<file path="src/ufc_pkg.sv">
// package: register map, field layout and reset values of the unknown-frame forwarding control
//
// Function
// - unknown unicast forwarded by its port map only while enable bit 5 set
// - unicast map 00000 drops, 11111 floods all ports, 00001 port 1 only
// - unicast map 00011 sends unknown unicast to ports 1 and 2 together
// - multicast enable bit 5 governs unknown non-IP multicast; IP multicast excluded
// - multicast 5-bit map selects drop, single port, ports 1-2, or all ports
// - unknown VLAN ID frames forwarded by VID map only while bit 5 is one
// - VID 5-bit map selects drop, port 1, ports 1-2, or broadcast to all
// - self-address filter enable bit 6 filters frames addressed to own MAC
// - self filtering happens at egress, comparing against six own-address registers
// - unknown IP multicast has its own enable bit 5 and port map
package ufc_pkg;

   // ----------------------------------------
   // sizes
   // ----------------------------------------
   localparam int NPORT = 5;
   localparam int AW    = 8;
   localparam int DW    = 8;
   localparam int NMAC  = 6;

   typedef logic [NPORT-1:0] ufc_map_t;
   typedef logic [AW-1:0]    ufc_addr_t;
   typedef logic [DW-1:0]    ufc_data_t;

   // ----------------------------------------
   // register offsets
   // ----------------------------------------
   localparam ufc_addr_t UCAST_ADDR = 8'h83;
   localparam ufc_addr_t MCAST_ADDR = 8'h84;
   localparam ufc_addr_t VID_ADDR   = 8'h85;
   localparam ufc_addr_t SELF_ADDR  = 8'h86;
   localparam ufc_addr_t MAC0_ADDR  = 8'h68;

   // ----------------------------------------
   // field positions
   // ----------------------------------------
   localparam int EN_BIT      = 5;
   localparam int SELF_EN_BIT = 6;
   localparam int DRV_LSB     = 6;

   // ----------------------------------------
   // reset values
   // ----------------------------------------
   localparam ufc_data_t UCAST_RST = 8'h00;
   localparam ufc_data_t MCAST_RST = 8'h40;
   localparam ufc_data_t VID_RST   = 8'h00;
   localparam ufc_data_t SELF_RST  = 8'h00;
   localparam ufc_data_t MAC_RST   = 8'h00;

   // ----------------------------------------
   // carriers
   // ----------------------------------------
   typedef enum logic [2:0] {
      ufc_cls_ucast  = 3'h0,
      ufc_cls_mcast  = 3'h1,
      ufc_cls_ipmc   = 3'h3,
      ufc_cls_vid    = 3'h2,
      ufc_cls_known  = 3'h6
   } ufc_cls_e;

   typedef struct packed {
      logic      we;
      logic      re;
      ufc_addr_t addr;
      ufc_data_t wdata;
   } ufc_req_s;

   typedef struct packed {
      logic     valid;
      ufc_cls_e cls;
      logic     is_self;
      ufc_map_t known_map;
      ufc_map_t dflt_map;
   } ufc_frm_s;

   typedef struct packed {
      logic     valid;
      logic     use_cfg;
      ufc_map_t dest;
   } ufc_dec_s;

   // map bit k reaches port k+1: identity on the vector
   function automatic ufc_map_t ufc_sel(input logic en, input ufc_map_t map, input ufc_map_t dflt);
      ufc_sel = en ? map : dflt;
   endfunction

endpackage

</file>
<file path="src/ufc_regfile.sv">
// module: byte-wide register file for the own MAC address
module ufc_regfile
(
   // clock and reset
   input  wire logic                 clk,
   input  wire logic                 srst,
   // access
   input  wire logic                 we,
   input  wire logic [2:0]           widx,
   input  wire ufc_pkg::ufc_data_t   wdata,
   input  wire logic [2:0]           ridx,
   output      ufc_pkg::ufc_data_t   rdata,
   // whole address
   output      logic [8*ufc_pkg::NMAC-1:0] mac
);
   import ufc_pkg::*;

   ufc_data_t mem_q [NMAC];
   ufc_data_t rdata_q;

   // ----------------------------------------
   // storage
   // ----------------------------------------
   genvar g;
   generate
      for (g = 0; g < NMAC; g++) begin : g_byte
         always_ff @(posedge clk) begin
            if (srst)
               mem_q[g] <= MAC_RST;
            else if (we && widx == 3'(g))
               mem_q[g] <= wdata;
         end
         // byte 0 is the most significant octet on the wire
         assign mac[8*(NMAC-1-g) +: 8] = mem_q[g];
      end
   endgenerate

   always_ff @(posedge clk) begin
      if (srst)
         rdata_q <= MAC_RST;
      else
         rdata_q <= (ridx < 3'(NMAC)) ? mem_q[ridx] : MAC_RST;
   end

   assign rdata = rdata_q;

endmodule

</file>
<file path="src/ufc_top.sv">
// module: unknown-frame forwarding control registers and destination decision
module ufc_top
(
   // clock and reset
   input  wire logic                clk,
   input  wire logic                srst,
   // management register access
   input  wire ufc_pkg::ufc_req_s   req,
   output      logic                rvalid,
   output      ufc_pkg::ufc_data_t  rdata,
   // frame lookup result in
   input  wire ufc_pkg::ufc_frm_s   frm,
   input  wire logic [47:0]         egress_da,
   input  wire logic                egress_vld,
   // decision out
   output      ufc_pkg::ufc_dec_s   dec,
   output      logic                egress_drop,
   output      logic [1:0]          drive_sel
);
   import ufc_pkg::*;

   // ----------------------------------------
   // register state
   // ----------------------------------------
   logic              uc_en_q;
   logic              mc_en_q;
   logic              vid_en_q;
   logic              ip_en_q;
   logic              self_en_q;
   ufc_map_t          uc_map_q;
   ufc_map_t          mc_map_q;
   ufc_map_t          vid_map_q;
   ufc_map_t          ip_map_q;
   logic [1:0]        drv_q;
   logic              rvalid_q;
   logic              mac_rd_q;
   logic              egress_drop_q;
   ufc_data_t         cfg_rd_q;
   ufc_dec_s          dec_q;

   // ----------------------------------------
   // address decode
   // ----------------------------------------
   // one match per register, shared by the write strobes and the read select
   wire               sel_uc   = req.addr == UCAST_ADDR;
   wire               sel_mc   = req.addr == MCAST_ADDR;
   wire               sel_vid  = req.addr == VID_ADDR;
   wire               sel_self = req.addr == SELF_ADDR;
   wire               wr_uc    = req.we && sel_uc;
   wire               wr_mc    = req.we && sel_mc;
   wire               wr_vid   = req.we && sel_vid;
   wire               wr_self  = req.we && sel_self;
   wire ufc_addr_t    mac_off  = req.addr - MAC0_ADDR;
   wire               in_mac   = req.addr >= MAC0_ADDR && mac_off < ufc_addr_t'(NMAC);
   wire [2:0]         mac_idx  = mac_off[2:0];
   wire ufc_data_t    mac_rd;
   wire [8*NMAC-1:0]  own_mac;

   ufc_regfile u_mac (
      .clk   (clk),
      .srst  (srst),
      .we    (req.we && in_mac),
      .widx  (mac_idx),
      .wdata (req.wdata),
      .ridx  (mac_idx),
      .rdata (mac_rd),
      .mac   (own_mac)
   );

   // ----------------------------------------
   // config registers
   // ----------------------------------------
   // one short block per register; a write touches only the addressed byte
   always_ff @(posedge clk) begin
      if (srst) begin
         uc_en_q  <= UCAST_RST[EN_BIT];
         uc_map_q <= UCAST_RST[NPORT-1:0];
      end else if (wr_uc) begin
         uc_en_q  <= req.wdata[EN_BIT];
         uc_map_q <= req.wdata[NPORT-1:0];
      end
   end

   always_ff @(posedge clk) begin
      if (srst) begin
         drv_q    <= MCAST_RST[DRV_LSB +: 2];
         mc_en_q  <= MCAST_RST[EN_BIT];
         mc_map_q <= MCAST_RST[NPORT-1:0];
      end else if (wr_mc) begin
         drv_q    <= req.wdata[DRV_LSB +: 2];
         mc_en_q  <= req.wdata[EN_BIT];
         mc_map_q <= req.wdata[NPORT-1:0];
      end
   end

   always_ff @(posedge clk) begin
      if (srst) begin
         vid_en_q  <= VID_RST[EN_BIT];
         vid_map_q <= VID_RST[NPORT-1:0];
      end else if (wr_vid) begin
         vid_en_q  <= req.wdata[EN_BIT];
         vid_map_q <= req.wdata[NPORT-1:0];
      end
   end

   always_ff @(posedge clk) begin
      if (srst) begin
         self_en_q <= SELF_RST[SELF_EN_BIT];
         ip_en_q   <= SELF_RST[EN_BIT];
         ip_map_q  <= SELF_RST[NPORT-1:0];
      end else if (wr_self) begin
         self_en_q <= req.wdata[SELF_EN_BIT];
         ip_en_q   <= req.wdata[EN_BIT];
         ip_map_q  <= req.wdata[NPORT-1:0];
      end
   end

   // ----------------------------------------
   // read path
   // ----------------------------------------
   // reserved bits read as zero
   wire ufc_data_t cfg_rd =
      sel_uc   ? {2'h0, uc_en_q, uc_map_q} :
      sel_mc   ? {drv_q, mc_en_q, mc_map_q} :
      sel_vid  ? {2'h0, vid_en_q, vid_map_q} :
      sel_self ? {1'h0, self_en_q, ip_en_q, ip_map_q} : 8'h00;

   always_ff @(posedge clk) begin
      if (srst) begin
         rvalid_q <= 1'b0;
         mac_rd_q <= 1'b0;
         cfg_rd_q <= 8'h00;
      end else begin
         rvalid_q <= req.re;
         mac_rd_q <= in_mac;
         cfg_rd_q <= cfg_rd;
      end
   end

   // ----------------------------------------
   // read answer
   // ----------------------------------------
   // both sources come from flip-flops; the mux keeps one cycle of latency
   always_ff @(posedge clk) begin
      if (srst)
         rvalid <= 1'b0;
      else
         rvalid <= rvalid_q;
   end

   always_ff @(posedge clk) begin
      if (srst)
         rdata <= 8'h00;
      else
         rdata <= mac_rd_q ? mac_rd : cfg_rd_q;
   end

   // ----------------------------------------
   // forwarding decision
   // ----------------------------------------
   // ip multicast never looks at the non-ip multicast control
   wire ufc_map_t uc_dest  = ufc_sel(uc_en_q, uc_map_q, frm.dflt_map);
   wire ufc_map_t mc_dest  = ufc_sel(mc_en_q, mc_map_q, frm.dflt_map);
   wire ufc_map_t ip_dest  = ufc_sel(ip_en_q, ip_map_q, frm.dflt_map);
   wire ufc_map_t vid_dest = ufc_sel(vid_en_q, vid_map_q, frm.dflt_map);

   ufc_dec_s dec_d;
   always_comb begin
      dec_d.valid = frm.valid;
      unique case (frm.cls)
         ufc_cls_ucast: begin
            dec_d.dest    = uc_dest;
            dec_d.use_cfg = uc_en_q;
         end
         ufc_cls_mcast: begin
            dec_d.dest    = mc_dest;
            dec_d.use_cfg = mc_en_q;
         end
         ufc_cls_ipmc: begin
            dec_d.dest    = ip_dest;
            dec_d.use_cfg = ip_en_q;
         end
         ufc_cls_vid: begin
            dec_d.dest    = vid_dest;
            dec_d.use_cfg = vid_en_q;
         end
         ufc_cls_known: begin
            dec_d.dest    = frm.known_map;
            dec_d.use_cfg = 1'b0;
         end
         default: begin
            dec_d.dest    = '0;
            dec_d.use_cfg = 1'b0;
         end
      endcase
   end

   // ----------------------------------------
   // decision register
   // ----------------------------------------
   always_ff @(posedge clk) begin
      if (srst)
         dec_q <= '0;
      else
         dec_q <= dec_d;
   end

   // ----------------------------------------
   // egress self-address filter
   // ----------------------------------------
   // compare uses the full 48-bit address; a partial write leaves a mixed value live
   wire self_hit = egress_vld && self_en_q && egress_da == own_mac;

   always_ff @(posedge clk) begin
      if (srst)
         egress_drop_q <= 1'b0;
      else
         egress_drop_q <= self_hit;
   end

   // ----------------------------------------
   // outputs
   // ----------------------------------------
   // every output is a flip-flop; no logic between register and pin
   assign dec         = dec_q;
   assign egress_drop = egress_drop_q;
   assign drive_sel   = drv_q;

endmodule

</file>
<file path="config.mk">
export PLATFORM = sky130hd
export DESIGN_NAME = ufc_top
export DESIGN_NICKNAME = d
export VERILOG_FILES = /design/src/ufc_pkg.sv /design/src/ufc_regfile.sv /design/src/ufc_top.sv
export SDC_FILE = /design/constraint.sdc
export NUM_CORES = 1
export LEC_CHECK = 0
export BUFFER_PORTS_ARGS = -buffer_cell sky130_fd_sc_hd__buf_2
export CORE_MARGIN = 2
export CORE_UTILIZATION = 50
export DETAILED_ROUTE_END_ITERATION = 10
export PLACE_DENSITY = 0.86
export SYNTH_ARGS = -nofsm -noshare
export SYNTH_HDL_FRONTEND = slang
export SYNTH_SLANG_ARGS = --single-unit
</file>
<file path="constraint.sdc">
create_clock -name clk -period 1.95 [get_ports clk]
set_clock_uncertainty 0.1 [all_clocks]
set_input_delay 0.0975 -clock clk [delete_from_list [all_inputs] [get_ports clk]]
set_output_delay 0.0975 -clock clk [all_outputs]
set_load 0.005 [all_outputs]
</file>
==> flow_summary.toml, run 1 <==
[placement]
place_inst = 725
place.gp.congestion = 0.895
postPlaceCellArea_sq_um = 6190
hpwl_um = 10600
port_buffers = 101

[cells_and_area]
instances_no_fill = 752
nNetsFinal = 692
final_util = 0.605
fillers = 881
design_area_sq_um = 6500
mostFrequentLayoutCell = "buf_2"
n_antenna_cell = 0
areaGrowthSynthToFinish_pct = 19.1
final_cell_mix = "buf_2, nor2_1, mux2i_1"
drive_gt1_frac = 0.263

[grt]
grt_usage = 0.243
use_met3 = 0.0536
use_met1 = 0.304
grt_max_degree = 50
grtUsageMet2 = 0.415
grt_antenna_before_repair = 0
busiest_layer = "met2"
grt_pass1_vias = 4354
grt_overflow = 0
grt_first_pass_wirelength_um = 21700

[worst_setup_path]
crit_chain = "xnor2_1, nand4_1, or4_4, nor4_2"
crit_buf_inv = 0
path_max_fanout = 2
cp-start-kind = "flop"
cpPeakStageDelay_ns = 0.55
crit_family = "simple AND/OR/NAND/NOR gates"
worstSetupEndpointType = "flop"
crit_type = "flop to flop"
critPathSlowestCell = "or4_4"
worstPathRequired_ns = 2.13
cp.arrival_ns = 1.89

[cts]
clockBufferDepth = 2
clk_pin_slew_worst_paths_ns = 0.11
cts_resized = 0
insertion_delay_ns = 0.36
cts_num_sinks = 110
htree_levels = 3
cts_buffers = 9
cts_tree = "built"
cts-root-buf = "clkbuf_8"

[power]
power_frac_comb = 0.120
p_per_area_nw_per_um2 = 681
p_int_mw = 3.32
pwr-share-clk = 0.308
pwr-share-seq = 0.571
ir_worst_vdd_v = 0.000341
total_leakage_power_nw = 2.66
swShare = 0.250
p_switching_mw = 1.11

[synthesis]
synth_edf_count = 48
synth-seq-cells = 110
netlist.area_leader.share = 0.264
ys_async_sr_fraction = 0
synth_nets = 572
syn_inst = 487
ys_top_cells_by_area = "edfxtp_1, dfxtp_1, mux2i_1"
avgSynthCellArea_sq_um = 11.2
yosysSeqAreaShare = 0.492
synth_top_area_cell = "edfxtp_1"
ys_warn_count = 0
synth_flop_cell = "dfxtp_1"
synth_cell_types = 49
netlist_area_sq_um = 5460

[run_status]
outcome = "completed"

[timing]
finalSetupViolCount = 0
fin_crit_sh = 0.876
rsz0062_at_grt = "false"
fin_crit_ns = 1.71
drv_slew = 0
slew_headroom = 0.405
worstMarginPinSlew_ns = 0.891
clock.fmax_ghz = 0.586
setup_tns_ns = 0
hold_viol = 0

[route]
drt_iter0_markers = 448
num_vias = 4348
vias_per_cell = 5.78
ant_nets = 0
drc = 0
wl_per_cell_um = 18.5
drt_first_pass_iters = 6
routed_wirelength_um = 13900

[floorplan]
dieArea_sq_um = 11800
start_util = 0.508
pin_count = 103
core-area_sq_um = 10700
fp.dieW_um = 108
rows = 38
die_h_um = 108

[min_path]
hold_path_class = "input pin to flop"

[job]
drv_cap = 0
## what timing repair did
item                                   CTS  global route
buffers inserted                         0             0
hold buffers                            11             0
endpoints found under the hold margin   10             0
## per-layer routing
metal	routed length [um]	vias to the layer above
met4	328	0
li1	-	1985
met1	5620	2100
met2	6880	226
met3	1100	37
met5	0	-
## registers in the layout, summed over array words and instances, names as in the netlist, 2 cells and up
register and count:
cfg_rd_q 8, dec 7, drive_sel 2, ip_map_q 5, mc_map_q 5, rdata 8
u_mac.mem_q 48, u_mac.rdata 8, uc_map_q 5, vid_map_q 5
## cells in the mapped netlist (all sizes together) (2+ instances only)
master and n:
a22o 5, mux2i 65, xnor2 4, edfxtp 48, nand2 17, buf 13
a41o 3, o22ai 6, nand2b 3, and4bb 2, nor2 84, clkbuf 10
mux2 5, dfxtp 62, xor2 44, inv 6, o21bai 3, nor3 5
nor3b 4, a211oi 8, nand4 5, o2bb2ai 6, nor2b 7, nor4 11
nand3 4, o31a 5, and4b 2, and2 26, mux4 8, o21a 2
a22oi 6
## final cells by class
cell class                 instances  area (sq um)  share of cell area
multi-input combinational        348          2620               0.403
clock inverter                     4          33.8             0.00520
tap                              140           175              0.0269
timing repair buffer             132           803               0.124
clock buffer                      12           166              0.0256
sequential                       110          2680               0.413
inverter                           6          22.5             0.00346
## per-stage QoR
stage | hold WS, ns | worst slack, ns | total power [mW]
final | 0.0280 | 0.242 | 4.43
after global routing | 0.0225 | 0.194 | 4.56
after CTS | 0.0109 | 0.245 | 4.42
after detailed placement | 0.221 | -0.0193 | 3.09
after global placement | 0.213 | 0.0125 | 3.07
after floorplan | 0.126 | 0.126 | 2.84
## worst paths after layout
kind,startpoint,cells past startpoint,to,slack (ns)
hold reg to reg,rvalid_q,1,rvalid,0.36
setup reg to reg,u_mac.mem_q[1][1],4,egress_drop,0.24
setup / recovery,u_mac.mem_q[1][1],4,egress_drop,0.24
hold / removal,req[1],3,uc_map_q[1],0.03
## power groups by stage
stage                     sequential [mW]  combinational, mW  clock, mW
after global routing                 2.53              0.573       1.46
after floorplan                      2.56              0.278          0
after global placement               2.58              0.491          0
after CTS                            2.53              0.527       1.37
after detailed placement             2.58              0.508          0
final                                2.53              0.532       1.36
## kinds of logic (layout without fill, tap and decap cells)
group	after synthesis	count (layout)	synth area share
XOR/XNOR	48	48	0.0770
multiplexers	78	78	0.163
buffers and inverters	29	154	0.0287
AO/OA/AOI/OAI	48	48	0.0690
adder cells (fa/ha/maj)	1	1	0.00229
AND/OR/NAND/NOR	173	173	0.168
flip-flops	110	110	0.492
## tightest hold or removal path: cells and delay by family
kind                   cells  cell delay [ns]
buffers and inverters      1             0.19
and+or+nand+nor            1             0.07
muxes                      1             0.10
(Power assumes the default switching activity.)
==> inputs of run 2 (changes only) <==
--- a/config.mk
+++ b/config.mk
@@ -11,4 +11,5 @@
 export DETAILED_ROUTE_END_ITERATION = 10
 export PLACE_DENSITY = 0.86
+export RECOVER_POWER = 25
 export SYNTH_ARGS = -nofsm -noshare
 export SYNTH_HDL_FRONTEND = slang
==> constraint.sdc (replaced) <==
create_clock -name clk -period 1.95 [get_ports clk]
set_clock_uncertainty 0.1 [all_clocks]
set_input_delay 0.195 -clock clk [delete_from_list [all_inputs] [get_ports clk]]
set_output_delay 0.195 -clock clk [all_outputs]
set_load 0.005 [all_outputs]
==> flow_summary.toml, run 2 (synthesized netlist as in run 1, its figures left out) <==
[run_status]
outcome = "completed"

[worst_setup_path]
critPathSlowestCell = "clkbuf_1"
r2r_start = "u_mac.mem_q[0][4]"
crit_chain = "buf_2, clkbuf_1, nor2b_1, and4_1, buf_4, mux2i_1, nor2_1"
worstSetupEndpointType = "flop"
cp-start-kind = "input pin"
path_max_fanout = 13
r2r_slack_ns = 0.23
r2r_cells = 4
r2r-end = "egress_drop"
crit_type = "input pin to flop"
cpPeakStageDelay_ns = 0.58
cp.arrival_ns = 1.92
worstPathRequired_ns = 2.10

[timing]
worstMarginPinSlew_ns = 0.796
fin_crit_sh = 0.910
slew_headroom = 0.468
fin_crit_ns = 1.78
rsz0062_at_grt = "false"
drv_slew = 0
finalSetupViolCount = 0
clock.fmax_ghz = 0.563
hold_viol = 0

[route]
routed_wirelength_um = 13900
ant_nets = 0
wl_per_cell_um = 18.7
num_vias = 4279
drt_first_pass_iters = 5
drc = 0
drt_iter0_markers = 461
vias_per_cell = 5.75

[cells_and_area]
drive_gt1_frac = 0.240
instances_no_fill = 744
regMostFlops = "u_mac.mem_q"
final_util = 0.591
fillers = 930
mostFrequentLayoutCell = "buf_2"
areaGrowthSynthToFinish_pct = 16.4
nNetsFinal = 684
design_area_sq_um = 6350
final_cell_mix = "buf_2, nor2_1, mux2i_1"
n_antenna_cell = 0
largest_reg_flops = 48

[min_path]
holdCritStartpoint = "frm[6]"
worstHoldPathCells = 3
min_to = "dec[1]"
hold_path_class = "input pin to flop"

[cts]
clockBufferDepth = 2
cts_num_sinks = 110
cts_buffers = 9
cts_tree = "built"
htree_levels = 3
cts-root-buf = "clkbuf_8"
insertion_delay_ns = 0.37
clk_pin_slew_worst_paths_ns = 0.11

[job]
drv_cap = 0

[placement]
hpwl_um = 11000
place_inst = 726
place.gp.congestion = 0.913
postPlaceCellArea_sq_um = 6160
port_buffers = 101

[power]
total_power_mw = 4.42
p_per_area_nw_per_um2 = 696
ir_worst_vdd_v = 0.000470
total_leakage_power_nw = 2.54

[floorplan]
die_h_um = 108
fp.dieW_um = 108
dieArea_sq_um = 11800
pin_count = 103
start_util = 0.508
core-area_sq_um = 10700
rows = 38

[grt]
grt_usage = 0.242
grt_pass1_vias = 4356
grt_antenna_before_repair = 0
grt_overflow = 0
grt_max_degree = 28
grt_first_pass_wirelength_um = 21600
run 2: cell types whose count changed in the layout (fill, tap and decap cells not counted), moves of 2 or more:
| cell | previous run | this run |
|---|---|---|
| clkbuf_1 | 1 | 16 |
| inv_8 | 1 | 3 |
| dlygate4sd3_1 | 11 | 2 |
| buf_4 | 17 | 19 |
| buf_12 | 3 | 0 |
| buf_2 | 101 | 85 |
run 2: cell type report:
| class | instances | area, sq um | share of cell area |
|---|---|---|---|
| multi-input cells | 348 | 2610 | 0.411 |
| flip-flops and latches | 110 | 2680 | 0.422 |
| clock inverters | 6 | 55.1 | 0.00866 |
| clock buffers | 10 | 149 | 0.0234 |
| inverters | 6 | 22.5 | 0.00354 |
| repair buffers | 124 | 657 | 0.103 |
| well taps | 140 | 175 | 0.0276 |
run 2: how the worst max path moves through the flow:
stage / from / end / slack, ns / depth (start not counted)
after detailed placement: req[11] / u_mac.mem_q[5][7] / -0.09 / 6
after CTS: u_mac.mem_q[0][4] / egress_drop / 0.24 / 4
after global placement: req[11] / u_mac.mem_q[0][5] / -0.04 / 6
final: req[9] / ip_map_q[1] / 0.17 / 7
after global routing: req[9] / ip_map_q[2] / 0.09 / 7
after floorplan: req[11] / u_mac.mem_q[5][0] / 0.03 / 6
run 2: per-stage QoR:
stage          hold WS [ns]  setup TNS (ns)  worst slack (ns)
2_1_floorplan         0.223               0            0.0280
3_3_place_gp          0.309          -0.435           -0.0374
3_5_place_dp          0.353           -1.75           -0.0944
4_1_cts              0.0379               0             0.236
5_1_grt              0.0543               0            0.0871
6_report             0.0477               0             0.175
run 2: critical path: cells and delay by family:
family	cells	cell delay (ns)
buffers and inverters	3	0.90
muxes	1	0.23
and+or+nand+nor	3	0.60
run 2: power breakdown:
group / switching, mW / total (mW) / internal (mW) / leakage, nW
Combinational: 0.275 / 0.502 / 0.227 / 1.47
Clock: 0.810 / 1.38 / 0.574 / 0.108
Sequential: 0.0590 / 2.53 / 2.48 / 0.958
Total: 1.14 / 4.42 / 3.28 / 2.54
run 2: layer usage:
metal  GRT usage  wire length (um)
met1       0.316              5570
met2       0.400              6730
met3      0.0549              1270
met4      0.0815               364
met5           0                 0
run 2: repair_timing:
| action | in CTS | in global routing |
|---|---|---|
| endpoints found under the setup margin | 0 | 0 |
| buffers inserted | 0 | 0 |
| resized for setup | 0 | 0 |
| endpoints found under the hold margin | 2 | 0 |
| hold buffers | 2 | 0 |
